<file path="config.mk">
export PLATFORM = sky130hd
export DESIGN_NAME = irs_top
export DESIGN_NICKNAME = d
export VERILOG_FILES = /design/src/inc/irs_pkg.sv /design/src/hdl/irs_edge.sv /design/src/hdl/irs_change.sv /design/src/hdl/irs_top.sv
export VERILOG_INCLUDE_DIRS = /design/src /design/src/inc
export SDC_FILE = /design/constraint.sdc
export NUM_CORES = 1
export LEC_CHECK = 0
export CORE_ASPECT_RATIO = 1.75
export CORE_MARGIN = 1
export CORE_UTILIZATION = 35
export DETAILED_ROUTE_END_ITERATION = 7
export DONT_BUFFER_PORTS = 1
export PLACE_DENSITY = 0.61
export SYNTH_ARGS = -nofsm -noshare
export SYNTH_HDL_FRONTEND = slang
export SYNTH_HIERARCHICAL = 1
export SYNTH_SLANG_ARGS = --single-unit
export TNS_END_PERCENT = 30
</file>
<file path="constraint.sdc">
create_clock -name clk -period 2.1 [get_ports clk]
set_input_delay 0.42 -clock clk [delete_from_list [all_inputs] [get_ports clk]]
set_output_delay 0.42 -clock clk [all_outputs]
set_load 0.03 [all_outputs]
</file>
<file path="src/inc/irs_defines.svh">
// Constants for the interrupt and reset-status block
// Assumes inclusion by bare name from the design files
`ifndef IRS_DEFINES_SVH
`define IRS_DEFINES_SVH
`define IRS_ADDR_EDGE_CTRL 8'h0e
`define IRS_ADDR_STATUS 8'h0f
`define IRS_ADDR_MASK 8'h0f
`define IRS_BIT_TIMER 0
`define IRS_BIT_PORT 1
`define IRS_BIT_EXT 2
`define IRS_BIT_WDT_RUN 7
`define IRS_BIT_EXT_SEL 6
`define IRS_VEC_INT 10'h008
`define IRS_VEC_SOFT 10'h001
`define IRS_FLAGS_RST 3'h0
`define IRS_MASK_RST 3'h0
`define IRS_EDGE_CTRL_RST 8'h80
`define IRS_PORT_W 8
`endif

</file>
<file path="src/inc/irs_pkg.sv">
// Types for the interrupt and reset-status block
// Assumes the defines header is on the include path
package irs_pkg;
    // Kind of reset seen by the block
    typedef enum logic [1:0] {
        IRS_RST_POWER = 2'b00,
        IRS_RST_PIN = 2'b01,
        IRS_RST_WDT = 2'b10
    } irs_rst_e;
    // Instruction strobes from the core
    typedef struct packed {
        logic enable_interrupts_instr;
        logic disable_interrupts_instr;
        logic return_from_interrupt_instr;
        logic sleep;
        logic watchdog_clear_instr;
        logic soft_int;
        logic boundary;
    } irs_instr_s;
    // Register access from the core
    typedef struct packed {
        logic rd_status;
        logic wr_status;
        logic rd_ctrl;
        logic wr_ctrl;
        logic rd_mask;
        logic wr_mask;
        logic [7:0] wdata;
    } irs_reg_s;
endpackage

</file>
<file path="src/hdl/irs_edge.sv">
// Falling-edge detector for one request line
// Assumes the input is synchronous to clk
`timescale 1ns/10ps
module irs_edge (
    input wire logic clk,
    input wire logic rst,
    input wire logic din,
    output logic fall
);
    logic prev_q;
    // Remember last level, idle high
    always_ff @(posedge clk) begin
        if (rst) begin
            prev_q <= 1'b1;
        end else begin
            prev_q <= din;
        end
    end
    assign fall = prev_q & ~din;
endmodule

</file>
<file path="src/hdl/irs_change.sv">
// Port input change detector with a reference latched on port read
// Assumes the port read strobe marks software sampling the port
`timescale 1ns/10ps
module irs_change import irs_pkg::*; (
    input wire logic clk,
    input wire logic rst,
    input wire logic [7:0] port_in,
    input wire logic [7:0] port_is_output,
    input wire logic ext_sel,
    input wire logic port_read,
    output logic change
);
    logic [7:0] ref_q;
    logic [7:0] excl;
    // Reference taken whenever software reads the port or a change is seen
    always_ff @(posedge clk) begin
        if (rst) begin
            ref_q <= 8'h00;
        end else if (port_read) begin
            ref_q <= port_in;
        end else if (change) begin
            ref_q <= port_in;
        end
    end
    // Outputs and the external-interrupt pin do not count
    assign excl = port_is_output | {7'h00, ext_sel};
    assign change = |((port_in ^ ref_q) & ~excl);
endmodule

</file>
<file path="src/hdl/irs_top.sv">
// Interrupt flags, mask, global enable, vectoring and T/P status
// Assumes the core gives one-cycle instruction strobes and reset cause
`timescale 1ns/10ps
`include "irs_defines.svh"
module irs_top import irs_pkg::*; (
    input wire logic clk,
    input wire logic rst,
    input wire irs_rst_e rst_cause,
    input wire irs_instr_s instr,
    input wire irs_reg_s regs,
    input wire logic port_read,
    input wire logic timer_overflow_n,
    input wire logic port_b_bit0_pin,
    input wire logic [7:0] port_in,
    input wire logic [7:0] port_is_output,
    output logic [7:0] rdata,
    output logic vector_req,
    output logic [9:0] vector_addr,
    output logic wake,
    output logic sleeping,
    output logic timeout_flag,
    output logic powerdown_flag,
    output logic watchdog_run_enable,
    output logic external_int_pin_select
);
    ////////////////////////////////////////////////////////////////////
    logic [2:0] flags_q;
    logic [2:0] mask_q;
    logic [7:0] ctrl_q;
    logic gie_q;
    logic sleep_q;
    logic t_q;
    logic p_q;
    logic timer_fall;
    logic pin_fall;
    logic change;
    logic [2:0] set_v;
    logic [7:0] rdata_d;
    logic pending;

    // Timer overflow edge
    irs_edge u_timer (
        .clk(clk),
        .rst(rst),
        .din(timer_overflow_n),
        .fall(timer_fall)
    );
    // External pin edge
    irs_edge u_pin (
        .clk(clk),
        .rst(rst),
        .din(port_b_bit0_pin),
        .fall(pin_fall)
    );
    // Port change detector, software re-reads port first
    irs_change u_chg (
        .clk(clk),
        .rst(rst),
        .port_in(port_in),
        .port_is_output(port_is_output),
        .ext_sel(ctrl_q[`IRS_BIT_EXT_SEL]),
        .port_read(port_read),
        .change(change)
    );

    ////////////////////////////////////////////////////////////////////
    // Flag set terms; port change needs its mask
    always_comb begin
        set_v = 3'h0;
        set_v[`IRS_BIT_TIMER] = timer_fall;
        set_v[`IRS_BIT_EXT] = pin_fall & ctrl_q[`IRS_BIT_EXT_SEL];
        set_v[`IRS_BIT_PORT] = change & mask_q[`IRS_BIT_PORT];
    end

    // Status flags; a set beats a write clear
    always_ff @(posedge clk) begin
        if (rst) begin
            flags_q <= `IRS_FLAGS_RST;
        end else if (regs.wr_status) begin
            flags_q <= regs.wdata[2:0] | set_v;
        end else begin
            flags_q <= flags_q | set_v;
        end
    end

    // Mask register, written by its own strobe
    always_ff @(posedge clk) begin
        if (rst) begin
            mask_q <= `IRS_MASK_RST;
        end else if (regs.wr_mask) begin
            mask_q <= regs.wdata[2:0];
        end
    end

    ////////////////////////////////////////////////////////////////////
    // Edge control; watchdog run re-armed after any wake
    always_ff @(posedge clk) begin
        if (rst) begin
            ctrl_q <= `IRS_EDGE_CTRL_RST;
        end else if (wake) begin
            ctrl_q[`IRS_BIT_WDT_RUN] <= 1'b1;
        end else if (regs.wr_ctrl) begin
            ctrl_q <= regs.wdata;
        end
    end

    // Global enable
    always_ff @(posedge clk) begin
        if (rst) begin
            gie_q <= 1'b0;
        end else if (instr.disable_interrupts_instr) begin
            gie_q <= 1'b0;
        end else if (instr.enable_interrupts_instr ||
                     instr.return_from_interrupt_instr) begin
            gie_q <= 1'b1;
        end else if (vector_req) begin
            gie_q <= 1'b0;
        end
    end

    ////////////////////////////////////////////////////////////////////
    // Sleep state; a port change wakes when masked in
    assign wake = sleep_q & change & mask_q[`IRS_BIT_PORT];

    always_ff @(posedge clk) begin
        if (rst) begin
            sleep_q <= 1'b0;
        end else if (instr.sleep) begin
            sleep_q <= 1'b1;
        end else if (wake) begin
            sleep_q <= 1'b0;
        end
    end

    // T and P status flags per event
    always_ff @(posedge clk) begin
        if (rst) begin
            unique case (rst_cause)
                IRS_RST_POWER: begin
                    t_q <= 1'b1;
                    p_q <= 1'b1;
                end
                IRS_RST_PIN: begin
                    if (sleep_q) begin
                        t_q <= 1'b1;
                        p_q <= 1'b0;
                    end // otherwise both kept
                end
                IRS_RST_WDT: begin
                    t_q <= 1'b0;
                    if (sleep_q) begin
                        p_q <= 1'b0;
                    end
                end
                default: begin
                    t_q <= 1'b1;
                    p_q <= 1'b1;
                end
            endcase
        end else if (wake) begin
            t_q <= 1'b1;
            p_q <= 1'b0;
        end else if (instr.watchdog_clear_instr) begin
            t_q <= 1'b1;
            p_q <= 1'b1;
        end else if (instr.sleep) begin
            t_q <= 1'b1;
            p_q <= 1'b0;
        end
    end

    ////////////////////////////////////////////////////////////////////
    // Pending request and vectoring at instruction boundaries or on wake
    assign pending = |(flags_q & mask_q);

    always_comb begin
        vector_req = 1'b0;
        vector_addr = `IRS_VEC_INT;
        if (instr.soft_int && instr.boundary) begin
            vector_req = 1'b1;
            vector_addr = `IRS_VEC_SOFT;
        end else if (wake) begin
            vector_req = gie_q;
        end else if (instr.boundary && gie_q && pending) begin
            vector_req = 1'b1;
        end
    end

    // Read data, status reads masked
    always_comb begin
        rdata_d = 8'h00;
        if (regs.rd_status) begin
            rdata_d = {5'h00, flags_q & mask_q};
        end else if (regs.rd_ctrl) begin
            rdata_d = ctrl_q;
        end else if (regs.rd_mask) begin
            rdata_d = {5'h00, mask_q};
        end
    end

    always_ff @(posedge clk) begin
        if (rst) begin
            rdata <= 8'h00;
        end else begin
            rdata <= rdata_d;
        end
    end

    assign sleeping = sleep_q;
    assign timeout_flag = t_q;
    assign powerdown_flag = p_q;
    assign watchdog_run_enable = ctrl_q[`IRS_BIT_WDT_RUN];
    assign external_int_pin_select = ctrl_q[`IRS_BIT_EXT_SEL];

    ////////////////////////////////////////////////////////////////////
    AST_POWER_TP: assert property (@(posedge clk)
        rst && rst_cause == IRS_RST_POWER |=> t_q && p_q)
        else $error("power reset did not set T and P");
    AST_WDT_T: assert property (@(posedge clk)
        rst && rst_cause == IRS_RST_WDT |=> !t_q)
        else $error("watchdog reset kept T");
    AST_PIN_RUN: assert property (@(posedge clk)
        rst && rst_cause == IRS_RST_PIN && !sleep_q
        |=> t_q == $past(t_q) && p_q == $past(p_q))
        else $error("pin reset changed T or P");
    AST_WAKE_TP: assert property (@(posedge clk) disable iff (rst)
        wake |=> t_q && !p_q)
        else $error("wake did not update T and P");
    AST_STATUS_RD: assert property (@(posedge clk) disable iff (rst)
        regs.rd_status |=> rdata[2:0] == $past(flags_q & mask_q))
        else $error("status read not masked");
    AST_TIMER_SET: assert property (@(posedge clk) disable iff (rst)
        timer_fall |=> flags_q[0])
        else $error("timer flag not set");
    AST_VEC: assert property (@(posedge clk) disable iff (rst)
        instr.boundary && gie_q && pending && !instr.soft_int && !wake
        |-> vector_req && vector_addr == 10'h008)
        else $error("missed interrupt vector");
    AST_SOFT: assert property (@(posedge clk) disable iff (rst)
        instr.soft_int && instr.boundary |-> vector_addr == 10'h001)
        else $error("soft interrupt wrong vector");
    AST_GIE: assert property (@(posedge clk) disable iff (rst)
        instr.return_from_interrupt_instr &&
        !instr.disable_interrupts_instr |=> gie_q)
        else $error("return did not enable");
    AST_WDT_WAKE: assert property (@(posedge clk) disable iff (rst)
        wake |=> watchdog_run_enable)
        else $error("watchdog not re-enabled");

    AST_MASK_WR: assert property (@(posedge clk) disable iff (rst)
        regs.wr_mask |=> mask_q == $past(regs.wdata[2:0]))
        else $error("mask write lost");
    AST_ENABLE: assert property (@(posedge clk) disable iff (rst)
        instr.enable_interrupts_instr && !instr.disable_interrupts_instr
        |=> gie_q)
        else $error("enable did not set global enable");
    AST_DISABLE: assert property (@(posedge clk) disable iff (rst)
        instr.disable_interrupts_instr |=> !gie_q)
        else $error("disable did not clear global enable");
    AST_PIN_SLEEP: assert property (@(posedge clk)
        rst && rst_cause == IRS_RST_PIN && sleep_q |=> t_q && !p_q)
        else $error("pin reset from sleep gave wrong T or P");
    AST_WDT_SLEEP: assert property (@(posedge clk)
        rst && rst_cause == IRS_RST_WDT && sleep_q |=> !t_q && !p_q)
        else $error("watchdog reset from sleep gave wrong T or P");
    AST_SLEEP_TP: assert property (@(posedge clk) disable iff (rst)
        instr.sleep && !instr.watchdog_clear_instr && !wake
        |=> t_q && !p_q && sleeping)
        else $error("sleep did not update T, P or state");
    AST_CLEAR_TP: assert property (@(posedge clk) disable iff (rst)
        instr.watchdog_clear_instr && !wake |=> t_q && p_q)
        else $error("watchdog clear did not set T and P");
    AST_EXT_SET: assert property (@(posedge clk) disable iff (rst)
        pin_fall && external_int_pin_select |=> flags_q[`IRS_BIT_EXT])
        else $error("pin flag not set");
    AST_WAKE_VEC: assert property (@(posedge clk) disable iff (rst)
        wake && !(instr.soft_int && instr.boundary)
        |-> vector_req == gie_q && vector_addr == 10'h008)
        else $error("wake vectoring wrong");
    AST_WAKE_RUN: assert property (@(posedge clk) disable iff (rst)
        wake && !instr.sleep |=> !sleeping)
        else $error("wake did not leave sleep");
    AST_NO_VEC: assert property (@(posedge clk) disable iff (rst)
        !gie_q && !instr.soft_int |-> !vector_req)
        else $error("vector without global enable");
endmodule

</file>
# Word-level counts from Yosys, hierarchy flattened

Index checks and enable logic that the tools add are counted.

Word-level logic and storage cells: 76
Flip-flop bits (word level): 36
Input port bits: 44

Reduce and logical (&&, ||, !) cells: 17
Eq/ne operators: 4
Bitwise operators: 16
Multiplexer cells: 26

Operators with widths:

| operator           | count |
|---|---|
| $mux 8             | 3 |
| $mux 1             | 18 |
| $mux 3             | 3 |
| $and 8x8->8        | 1 |
| $not 8->8          | 1 |
| $or 8x1->8         | 1 |
| $reduce_or 2->1    | 4 |
| $reduce_or 8->1    | 1 |
| $xor 8x8->8        | 1 |
| $and 1x1->1        | 6 |
| $or 3x3->3         | 2 |
| $reduce_and 2->1   | 3 |
| $reduce_bool 2->1  | 3 |
| $mux 4             | 1 |
| $reduce_bool 4->1  | 1 |
| $and 3x3->3        | 1 |
| $logic_and 1x1->1  | 3 |
| $ne 3x2->1 const B | 1 |
| $ne 3x3->1 const B | 1 |
| $not 1->1          | 3 |
| $reduce_or 3->1    | 1 |
| $eq 2x1->1 const B | 1 |
| $eq 2x2->1 const B | 1 |
| $pmux 1 s2         | 1 |
| $logic_or 1x1->1   | 1 |

# Logic depth before layout (Yosys ltp)

Gate-level depths: netlist of the first run.

Word-level depth: 10
Depth in mapped cells: 7
Gate-level depth less buffers: 7

# Cells and area by module

Netlist of the first run, hierarchy kept.

Modules (own cells, without submodules):

| module     | cells each | seq. area each (um2) | instances | area each (um2) |
|---|---|---|---|---|
| irs_top    | 126        | 540.5                | 1         | 1132.3 |
| irs_change | 47         | 160.2                | 1         | 474.2 |
| irs_edge   | 3          | 20.0                 | 2         | 35.0 |

# Least setup slack after synthesis of the first run

No wires, ideal clock.

Path kind: register to output
Start point: register ctrl_q[6]
End point: output vector_req
Buffers on the path: 0
Arrival: 1.899 ns
Cell stages (with the launch flop): 7
Slack: -0.219 ns
Required time: 1.680 ns
Cells stage by stage: dfxtp_1 -> o32ai_1 -> or4_4 -> nand3_4 -> inv_2 -> nand2_1 -> o211ai_1

Word-level cells in the longest chain between the ends: 8

RTL lines:

| what                     | RTL line         | RTL |
|---|---|---|
| start, declared          | irs_top.sv:29    | `logic [7:0] ctrl_q;` |
| start signal, assigned   | irs_top.sv:99    | `` ctrl_q <= `IRS_EDGE_CTRL_RST; `` |
| start signal, assigned   | irs_top.sv:103   | `ctrl_q <= regs.wdata;` |
| $or 8x1->8               | irs_change.sv:26 | `assign excl = port_is_output \| {7'h00, ext_sel};` |
| $not 8->8                | irs_change.sv:27 | `assign change = \|((port_in ^ ref_q) & ~excl);` |
| $and 8x8->8              | irs_change.sv:27 |  |
| $reduce_or 8->1          | irs_change.sv:27 |  |
| via change               | irs_top.sv:36    | `logic change;` |
| $and 1x1->1 (2 in a row) | irs_top.sv:123   | `` assign wake = sleep_q & change & mask_q[`IRS_BIT_PORT]; `` |
| via wake                 | irs_top.sv:19    | `output logic wake,` |
| $mux 1                   | irs_top.sv:182   | `end else if (wake) begin` |
| $mux 1                   | irs_top.sv:179   | `if (instr.soft_int && instr.boundary) begin` |
| end, declared            | irs_top.sv:17    | `output logic vector_req,` |

The timed path passes the listed nets, and every way through them passes these cells.

# Worst setup path after layout of the first run

Start point: register u_chg.ref_q[7]
End point: output vector_req

Word-level cells in the longest chain between the ends: 7

RTL lines:

| what                     | RTL line         | RTL |
|---|---|---|
| start, declared          | irs_change.sv:13 | `logic [7:0] ref_q;` |
| start signal, assigned   | irs_change.sv:20 | `ref_q <= port_in;` |
| start signal, assigned   | irs_change.sv:22 | `ref_q <= port_in;` |
| $xor 8x8->8              | irs_change.sv:27 |  |
| $and 8x8->8              | irs_change.sv:27 |  |
| $reduce_or 8->1          | irs_change.sv:27 |  |
| via change               | irs_top.sv:36    |  |
| $and 1x1->1 (2 in a row) | irs_top.sv:123   |  |
| $mux 1                   | irs_top.sv:182   |  |
| $mux 1                   | irs_top.sv:179   |  |

The timed path passes the listed nets, and every way through them passes these cells.

==> results of run 1 <==
==> Yosys cell counts (2+ instances only) <==
| master | count |
|---|---|
| sky130_fd_sc_hd__a31oi_1 | 2 |
| sky130_fd_sc_hd__nor2_1 | 9 |
| sky130_fd_sc_hd__o32ai_1 | 4 |
| sky130_fd_sc_hd__mux2i_1 | 14 |
| sky130_fd_sc_hd__o22ai_1 | 3 |
| sky130_fd_sc_hd__xnor2_1 | 8 |
| sky130_fd_sc_hd__nand4b_1 | 3 |
| sky130_fd_sc_hd__buf_4 | 8 |
| sky130_fd_sc_hd__nand2b_1 | 19 |
| sky130_fd_sc_hd__nand2_1 | 9 |
| sky130_fd_sc_hd__or2_1 | 2 |
| sky130_fd_sc_hd__dfxtp_1 | 34 |
| sky130_fd_sc_hd__buf_2 | 2 |
| sky130_fd_sc_hd__nand3_1 | 5 |
| sky130_fd_sc_hd__a21oi_1 | 10 |
| sky130_fd_sc_hd__inv_1 | 10 |
| sky130_fd_sc_hd__edfxtp_1 | 2 |
| sky130_fd_sc_hd__o21ai_0 | 9 |
| sky130_fd_sc_hd__and2_1 | 5 |
| sky130_fd_sc_hd__and2b_2 | 2 |
| sky130_fd_sc_hd__clkbuf_1 | 3 |
| sky130_fd_sc_hd__ha_1 | 2 |
==> flip-flops by register name (all words and copies together) (netlist names) <==
signal and flops:
timeout_flag 1, u_chg/ref_q 8, rdata 8, powerdown_flag 1
ctrl_q 8, sleeping 1, mask_q 3, flags_q 3
u_timer/prev_q 1, u_pin/prev_q 1, gie_q 1
==> cell type report <==
type | count | area, µm² | share of cell area
Tap cell | 52 | 65.1 | 0.0336
Clock inverter | 3 | 42.5 | 0.0220
Timing Repair Buffer | 8 | 72.6 | 0.0375
Clock buffer | 5 | 68.8 | 0.0356
Inverter | 11 | 48.8 | 0.0252
Sequential cell | 36 | 749 | 0.387
Multi-Input combinational cell | 126 | 887 | 0.459
==> per-stage QoR <==
step / util / setup WS, ns
final: 0.418 / -0.183
after global routing: 0.418 / -0.268
after CTS: 0.414 / -0.212
after detailed placement: 0.384 / -0.0515
after global placement: 0.384 / -0.0281
after floorplan: - / -0.0699
==> logic make-up (layout without fill, tap and decap cells) <==
logic type / Yosys count / in the layout / synth area share
AND/OR/NAND/NOR: 61 / 61 / 0.224
flip-flops: 36 / 36 / 0.442
AO/OA/AOI/OAI: 33 / 33 / 0.119
buffers and inverters: 24 / 27 / 0.0731
multiplexers: 14 / 14 / 0.0836
XOR/XNOR: 8 / 8 / 0.0418
adder cells (fa/ha/maj): 2 / 2 / 0.0149
other: 1 / 8 / 0.00224
==> routing by layer <==
layer,up-vias,part of all wire,wire (µm),GRT usage
met4,0,0.034,118,0.0962
met1,541,0.33,1150,0.153
met3,10,0.069,239,0.0569
li1,608,-,-,-
met5,-,0,0,0
met2,50,0.57,1970,0.270
==> how the worst max path moves through the flow <==
stage / startpoint / endpoint / slack (ns)
2_1_floorplan: port_in[5] / vector_req / -0.07
3_3_place_gp: port_in[4] / vector_req / -0.03
3_5_place_dp: port_in[4] / timeout_flag / -0.05
5_1_grt: u_chg/ref_q[7] / vector_req / -0.27
6_report: u_chg/ref_q[7] / vector_req / -0.18
4_1_cts: u_chg/ref_q[3] / vector_req / -0.21
==> critical path: cells and delay by family (launching register included) <==
kind	cells	cell delay, ns
AOI/OAI and AO/OA	2	0.17
buffers and inverters	2	0.23
DFF	1	0.35
xor gates and xnor gates	1	0.11
and+or+nand+nor	3	0.71
==> where the power goes <==
part           switching, mW  internal, mW
registers             0.0426         0.732
logic                 0.0942        0.0886
clock network          0.270         0.351
total                  0.407          1.17
==> timing repair <==
action | 4_1_cts | 5_1_grt
resized for setup | 6 | 4
pin swaps | 7 | 2
cloned | 0 | 0
setup buffers | 1 | 0
hold buffers | 0 | 0
endpoints found under the setup margin | 2 | 4
==> cell usage in the layout, fill, tap and decap left out, drive strengths merged, types with 2 or more instances in the layout <==
| cell | instances |
|---|---|
| inv | 11 |
| a31oi | 2 |
| nor2 | 10 |
| or2 | 2 |
| o22ai | 3 |
| buf | 8 |
| mux2i | 14 |
| dfxtp | 34 |
| nand2b | 19 |
| edfxtp | 2 |
| o32ai | 4 |
| clkbuf | 5 |
| nand2 | 9 |
| xnor2 | 8 |
| nand4b | 3 |
| and2b | 2 |
| nand3 | 6 |
| conb | 8 |
| and2 | 5 |
| o21ai | 10 |
| ha | 2 |
| a21oi | 10 |
==> parameters.txt, run 1 <==
Parameter                              Value

CTS
  Sinks on the clock net    36
  Max H-tree Level    2
  Later-pin clock latency in the skew report    0.29 ns
  Buffer levels on the longest clock path    2
  Clock buffer count from CTS    5
  CTS tree    built
  Clk root buf    sky130_fd_sc_hd__clkbuf_8
  Register clock-pin slew on the reported worst setup and hold paths    0.08 ns

Job
  Number of max-cap violations    0

Final layout
  Number of antenna cells inserted    0
  Synth-to-layout area growth    15.4%
  Post-Layout Cell Count    241
  Number of nets in the finished design    234
  FILL cells    479
  Cell area after layout    1930 µm²
  Proportion of layout cells with a drive suffix above 1    0.185

Timing
  Final Max Slew Viols    0
  Count of endpoints failing hold in the final timing report    0
  Number of setup violations in the final report    2
  Worst slack on hold paths    0.187 ns
  Max Fclk    0.438 GHz
  Post-route clock skew    0.00656 ns
  Min cycle time layout    2.28 ns
  Final Cycle Share    1.09
  Least setup slack across all paths after layout    -0.183 ns
  Total Neg Setup Slack    -0.208 ns
  Setup repair after global routing missed its margin    yes

Drt
  Wirelength per Cell    14.4 µm
  DRT iter0 DRCs    25
  Average vias per placed instance    5.02
  Final routed wirelength across all metal layers    3480 µm
  Via total after detailed routing    1209
  Detailed-router iteration count before antenna repair    4
  Antenna Nets Post-Route    0
  Drt drc    0

Floorplanning
  Area of the die    5080 µm²
  Total core area    4620 µm²
  Chip Height    93.6 µm
  Placement Rows    33
  I/O pin count    69
  Chip Width    54.3 µm
  Effective utilization at floorplan    0.363

Yosys
  Fraction of synthesis flops using an asynchronous set or reset pin    0
  Sequential share of the synthesized area    0.442
  Unique masters post-synth    36
  Number of flops mapped to enable cells by yosys    2
  Average size of a mapped cell    9.37 µm²
  Area share of the largest cell type after synthesis    0.406
  Top flip-flop cell by instance count after synthesis    sky130_fd_sc_hd__dfxtp_1
  Cell area after technology mapping    1680 µm²
  Mapped Cells    179
  Post-synth top area cell    sky130_fd_sc_hd__dfxtp_1
  Cells taking the most area after synthesis    sky130_fd_sc_hd__dfxtp_1, sky130_fd_sc_hd__mux2i_1, sky130_fd_sc_hd__nand2b_1, sky130_fd_sc_hd__xnor2_1, sky130_fd_sc_hd__buf_4
  Seq cells post-synth    36
  Synth warnings    6

Placement
  Post-DP Area    1780 µm²
  Total half-perimeter wirelength after legalization and detailed placement    2640 µm
  Count of buffers inserted at the top-level ports    0
  Cell Count Post-Placement    232
  Final weighted congestion in routability-driven placement    0.824

Setup path
  Critical path's slowest cell    sky130_fd_sc_hd__or4_4
  Number of cells on the worst reg-to-reg path    9
  Slack of the worst reg-to-reg path    0.10 ns
  Maximum fanout along the worst path    3
  Worst setup path class    flop to output port
  Data arrival time of the critical path    1.86 ns
  Terminus of the critical flop-to-flop path    timeout_flag
  Cells traversed along the worst timing path    xnor2_2 -> o22ai_1 -> or4_4 -> nand3_4 -> inv_8 -> nand2_2 -> o211ai_1 -> buf_4
  Type of element launching the critical path    flop
  Startpoint of the lowest-slack register-to-register path    u_chg/ref_q[7]
  Largest stage delay, worst path    0.56 ns
  Worst Path Required    1.68 ns
  Sort of element at the end of the critical path    output port

Run status
  Run status    finished, violations left
  Violations in the final reports    setup timing

Hold path
  Start point of the worst hold path    rst
  Worst Hold Path Cells    1
  Worst min path class    input port to flop
  Worst Hold Endpoint    ctrl_q[4]

Global route
  Largest net degree at the start of global routing    48
  Number of global-route vias before repair    1215
  Gr ovfl total    0
  Wire length of the first global-routing pass    5650 µm
  Overall global routing resource usage    0.159
  Antenna violations before repair    0

Pwr
  Pwr/cell area    816 nW/µm²
  Power consumption    1.58 mW
  Leakage power    0.756 nW
  Peak ir drop on the vdd network    0.517 mV
Power figures use the tool's default switching activity.
==> inputs of run 2 (changes only) <==
--- a/config.mk
+++ b/config.mk
@@ -6,12 +6,14 @@
 export SDC_FILE = /design/constraint.sdc
 export NUM_CORES = 1
 export LEC_CHECK = 0
+export CELL_PAD_IN_SITES_DETAIL_PLACEMENT = 0
+export CELL_PAD_IN_SITES_GLOBAL_PLACEMENT = 1
 export CORE_ASPECT_RATIO = 1.75
 export CORE_MARGIN = 1
 export CORE_UTILIZATION = 35
 export DETAILED_ROUTE_END_ITERATION = 7
 export DONT_BUFFER_PORTS = 1
-export PLACE_DENSITY = 0.61
+export PLACE_DENSITY = 0.75
 export SYNTH_ARGS = -nofsm -noshare
 export SYNTH_HDL_FRONTEND = slang
 export SYNTH_HIERARCHICAL = 1
==> run 2 against run 1 <==
Effect of this change:
- the flow still finishes with violations (setup timing)
- first-iteration DRC count fell by 8.0%
- count of clock-buffer cells in the layout rose by 2
- worst hold slack improved by 0.0056 ns
- critical path depth did not move
- setup slack got worse by 0.027 ns
==> parameters.txt, run 2 (synthesis results as in run 1) <==
Parameter                              Value

Setup path
  Slack of the worst reg-to-reg path    0.20 ns (+0.10 ns)
  Crit-path leading delay family    simple AND/OR/NAND/NOR gates
  Sort of element at the end of the critical path    output port
  Type of element launching the critical path    flop
  Largest stage delay, worst path    0.56 ns (about the same)
  Terminus of the critical flop-to-flop path    timeout_flag
  Startpoint of the lowest-slack register-to-register path    u_chg/ref_q[1]
  Critical path's slowest cell    sky130_fd_sc_hd__or4_4
  Worst setup path class    flop to output port
  Sum of buffers and inverters on the critical path    2 (unchanged)
  Crit path depth    8 (unchanged)
  Data arrival time of the critical path    1.89 ns (+0.03 ns)
  Cells traversed along the worst timing path    xnor2_2 -> o22ai_1 -> or4_4 -> nand3_4 -> inv_8 -> nand2_2 -> o211ai_1 -> buf_4
  Maximum fanout along the worst path    3 (unchanged)
  Number of cells on the worst reg-to-reg path    8 (-1)
  Worst Path Required    1.68 ns (about the same)

Job
  Number of max-cap violations    0 (unchanged)

Drt
  Wirelength per Cell    14.5 µm (+0.23%)
  Drt drc    0 (unchanged)
  Via total after detailed routing    1242 (+2.7%)
  Detailed-router iteration count before antenna repair    6 (+2)
  Average vias per placed instance    5.15 (+2.7%)
  Antenna Nets Post-Route    0 (unchanged)
  Final routed wirelength across all metal layers    3490 µm (+0.23%)
  DRT iter0 DRCs    23 (-8.0%)

Global route
  Overall global routing resource usage    0.148 (-0.0110)
  Antenna violations before repair    0 (unchanged)
  Largest net degree at the start of global routing    48 (unchanged)
  Wire length of the first global-routing pass    5350 µm (-5.4%)
  Gr ovfl total    0 (unchanged)
  Number of global-route vias before repair    1203 (-0.99%)

Pwr
  Leakage power    0.757 nW (+0.11%)
  Peak ir drop on the vdd network    0.490 mV (-5.2%)
  Pwr/cell area    848 nW/µm² (+4.0%)

Placement
  Cell Count Post-Placement    233 (+0.43%)
  Total half-perimeter wirelength after legalization and detailed placement    2630 µm (-0.30%)
  Count of buffers inserted at the top-level ports    0 (unchanged)
  Final weighted congestion in routability-driven placement    0.730 (-11%)

Timing
  Setup repair after global routing missed its margin    yes
  Max Fclk    0.433 GHz (-1.2%)
  Count of endpoints failing hold in the final timing report    0 (unchanged)
  Total Neg Setup Slack    -0.284 ns (-0.0755 ns)
  Final Max Slew Viols    0 (unchanged)
  Final Cycle Share    1.10 (+0.0130)
  Post-route clock skew    0.00862 ns (+0.00206 ns)
  Number of setup violations in the final report    2 (unchanged)
  Least setup slack across all paths after layout    -0.210 ns (-0.0272 ns)
  Min cycle time layout    2.31 ns (+0.0272 ns)

Floorplanning
  Chip Height    93.6 µm (unchanged)
  Chip Width    54.3 µm (unchanged)
  I/O pin count    69 (unchanged)
  Effective utilization at floorplan    0.363 (unchanged)
  Placement Rows    33 (unchanged)
  Area of the die    5080 µm² (unchanged)
  Total core area    4620 µm² (unchanged)

CTS
  Later-pin clock latency in the skew report    0.29 ns (about the same)
  Number of hold buffers added after CTS    0 (unchanged)
  Register clock-pin slew on the reported worst setup and hold paths    0.08 ns (about the same)
  Clk root buf    sky130_fd_sc_hd__clkbuf_8
  Clock buffer count from CTS    5 (unchanged)
  Buffer levels on the longest clock path    2 (unchanged)
  Sinks on the clock net    36 (unchanged)
  Max H-tree Level    2 (unchanged)
  CTS tree    built

Final layout
  Synth-to-layout area growth    14.2%
  Commonest cells after routing, fill and taps aside    sky130_fd_sc_hd__dfxtp_1, sky130_fd_sc_hd__nand2b_1, sky130_fd_sc_hd__mux2i_1
  Number of nets in the finished design    234 (unchanged)
  Proportion of layout cells with a drive suffix above 1    0.175 (-0.0106)
  Number of antenna cells inserted    0 (unchanged)
  Post-Layout Cell Count    241 (unchanged)
  Largest registers in the final layout    ctrl_q: 8 flops, rdata: 8 flops, u_chg/ref_q: 8 flops
  Leading cell type in the layout, fill and taps excluded    sky130_fd_sc_hd__dfxtp_1

Hold path
  Worst Hold Endpoint    flags_q[2]
  Start point of the worst hold path    rst
  Worst Hold Path Cells    1 (unchanged)
  Worst min path class    input port to flop

Run status
  Violations in the final reports    setup timing
  Run status    finished, violations left
==> run 2: cell types whose count changed in the layout (fill, tap and decap cells not counted), sizes merged <==
cell	before	now
clkinvlp	1	0
clkinv	1	0
clkbuf	5	7
==> run 2: worst register-to-register path, stage by stage, from the launching register on <==
cell                      delay, ns
sky130_fd_sc_hd__dfxtp_2       0.34
sky130_fd_sc_hd__xnor2_2       0.14
sky130_fd_sc_hd__o22ai_1       0.09
sky130_fd_sc_hd__or4_4         0.56
sky130_fd_sc_hd__nand3_4       0.12
sky130_fd_sc_hd__inv_8         0.04
sky130_fd_sc_hd__nor4_1        0.17
sky130_fd_sc_hd__buf_4         0.16
sky130_fd_sc_hd__a31oi_1       0.04
==> run 2: layout make-up <==
cell class / count / area [µm²]
sequential: 36 / 749
inverter: 11 / 48.8
timing repair buffer: 8 / 60.1
multi-input combinational: 126 / 865
fill: 489 / 2710
clock buffer: 7 / 96.3
clock inverter: 1 / 30.0
tap: 52 / 65.1
==> run 2: what timing repair did <==
action / CTS / global route
gates resized for setup: 4 / 3
buffers inserted: 0 / 0
pin swaps: 6 / 2
setup endpoints to repair: 2 / 2
gates cloned: 0 / 0
==> run 2: stage by stage <==
stage               utilization  total power [mW]  cell area [µm²]  worst slack [ns]  hold WS (ns)
global route              0.414              1.69             1910            -0.304         0.183
floorplan                     -             0.949             1730           -0.0699         0.423
finish                    0.414              1.62             1910            -0.210         0.192
CTS                       0.412              1.64             1900            -0.222         0.184
global placement          0.383             0.964             1770            0.0211         0.436
detailed placement        0.383             0.967             1770           0.00703         0.445
==> run 2: power breakdown <==
group          switching [mW]  total [mW]  internal, mW
clock network           0.253       0.672         0.419
registers              0.0403       0.772         0.732
logic                  0.0950       0.181        0.0855
==> run 2: worst max path at each step <==
stage | end | slack [ns] | startpoint
CTS | vector_req | -0.22 | u_chg/ref_q[3]
detailed placement | vector_req | 0.007 | port_in[5]
global placement | vector_req | 0.02 | port_in[5]
floorplan | vector_req | -0.07 | port_in[5]
finish | vector_req | -0.21 | u_chg/ref_q[1]
global route | vector_req | -0.30 | u_chg/ref_q[1]
==> run 2: per-layer routing <==
| layer | vias up | track usage | part of all wire |
|---|---|---|---|
| li1 | 609 | - | - |
| met1 | 582 | 0.146 | 0.36 |
| met2 | 46 | 0.262 | 0.55 |
| met3 | 5 | 0.0455 | 0.064 |
| met4 | 0 | 0.0684 | 0.020 |
| met5 | - | 0 | 0 |
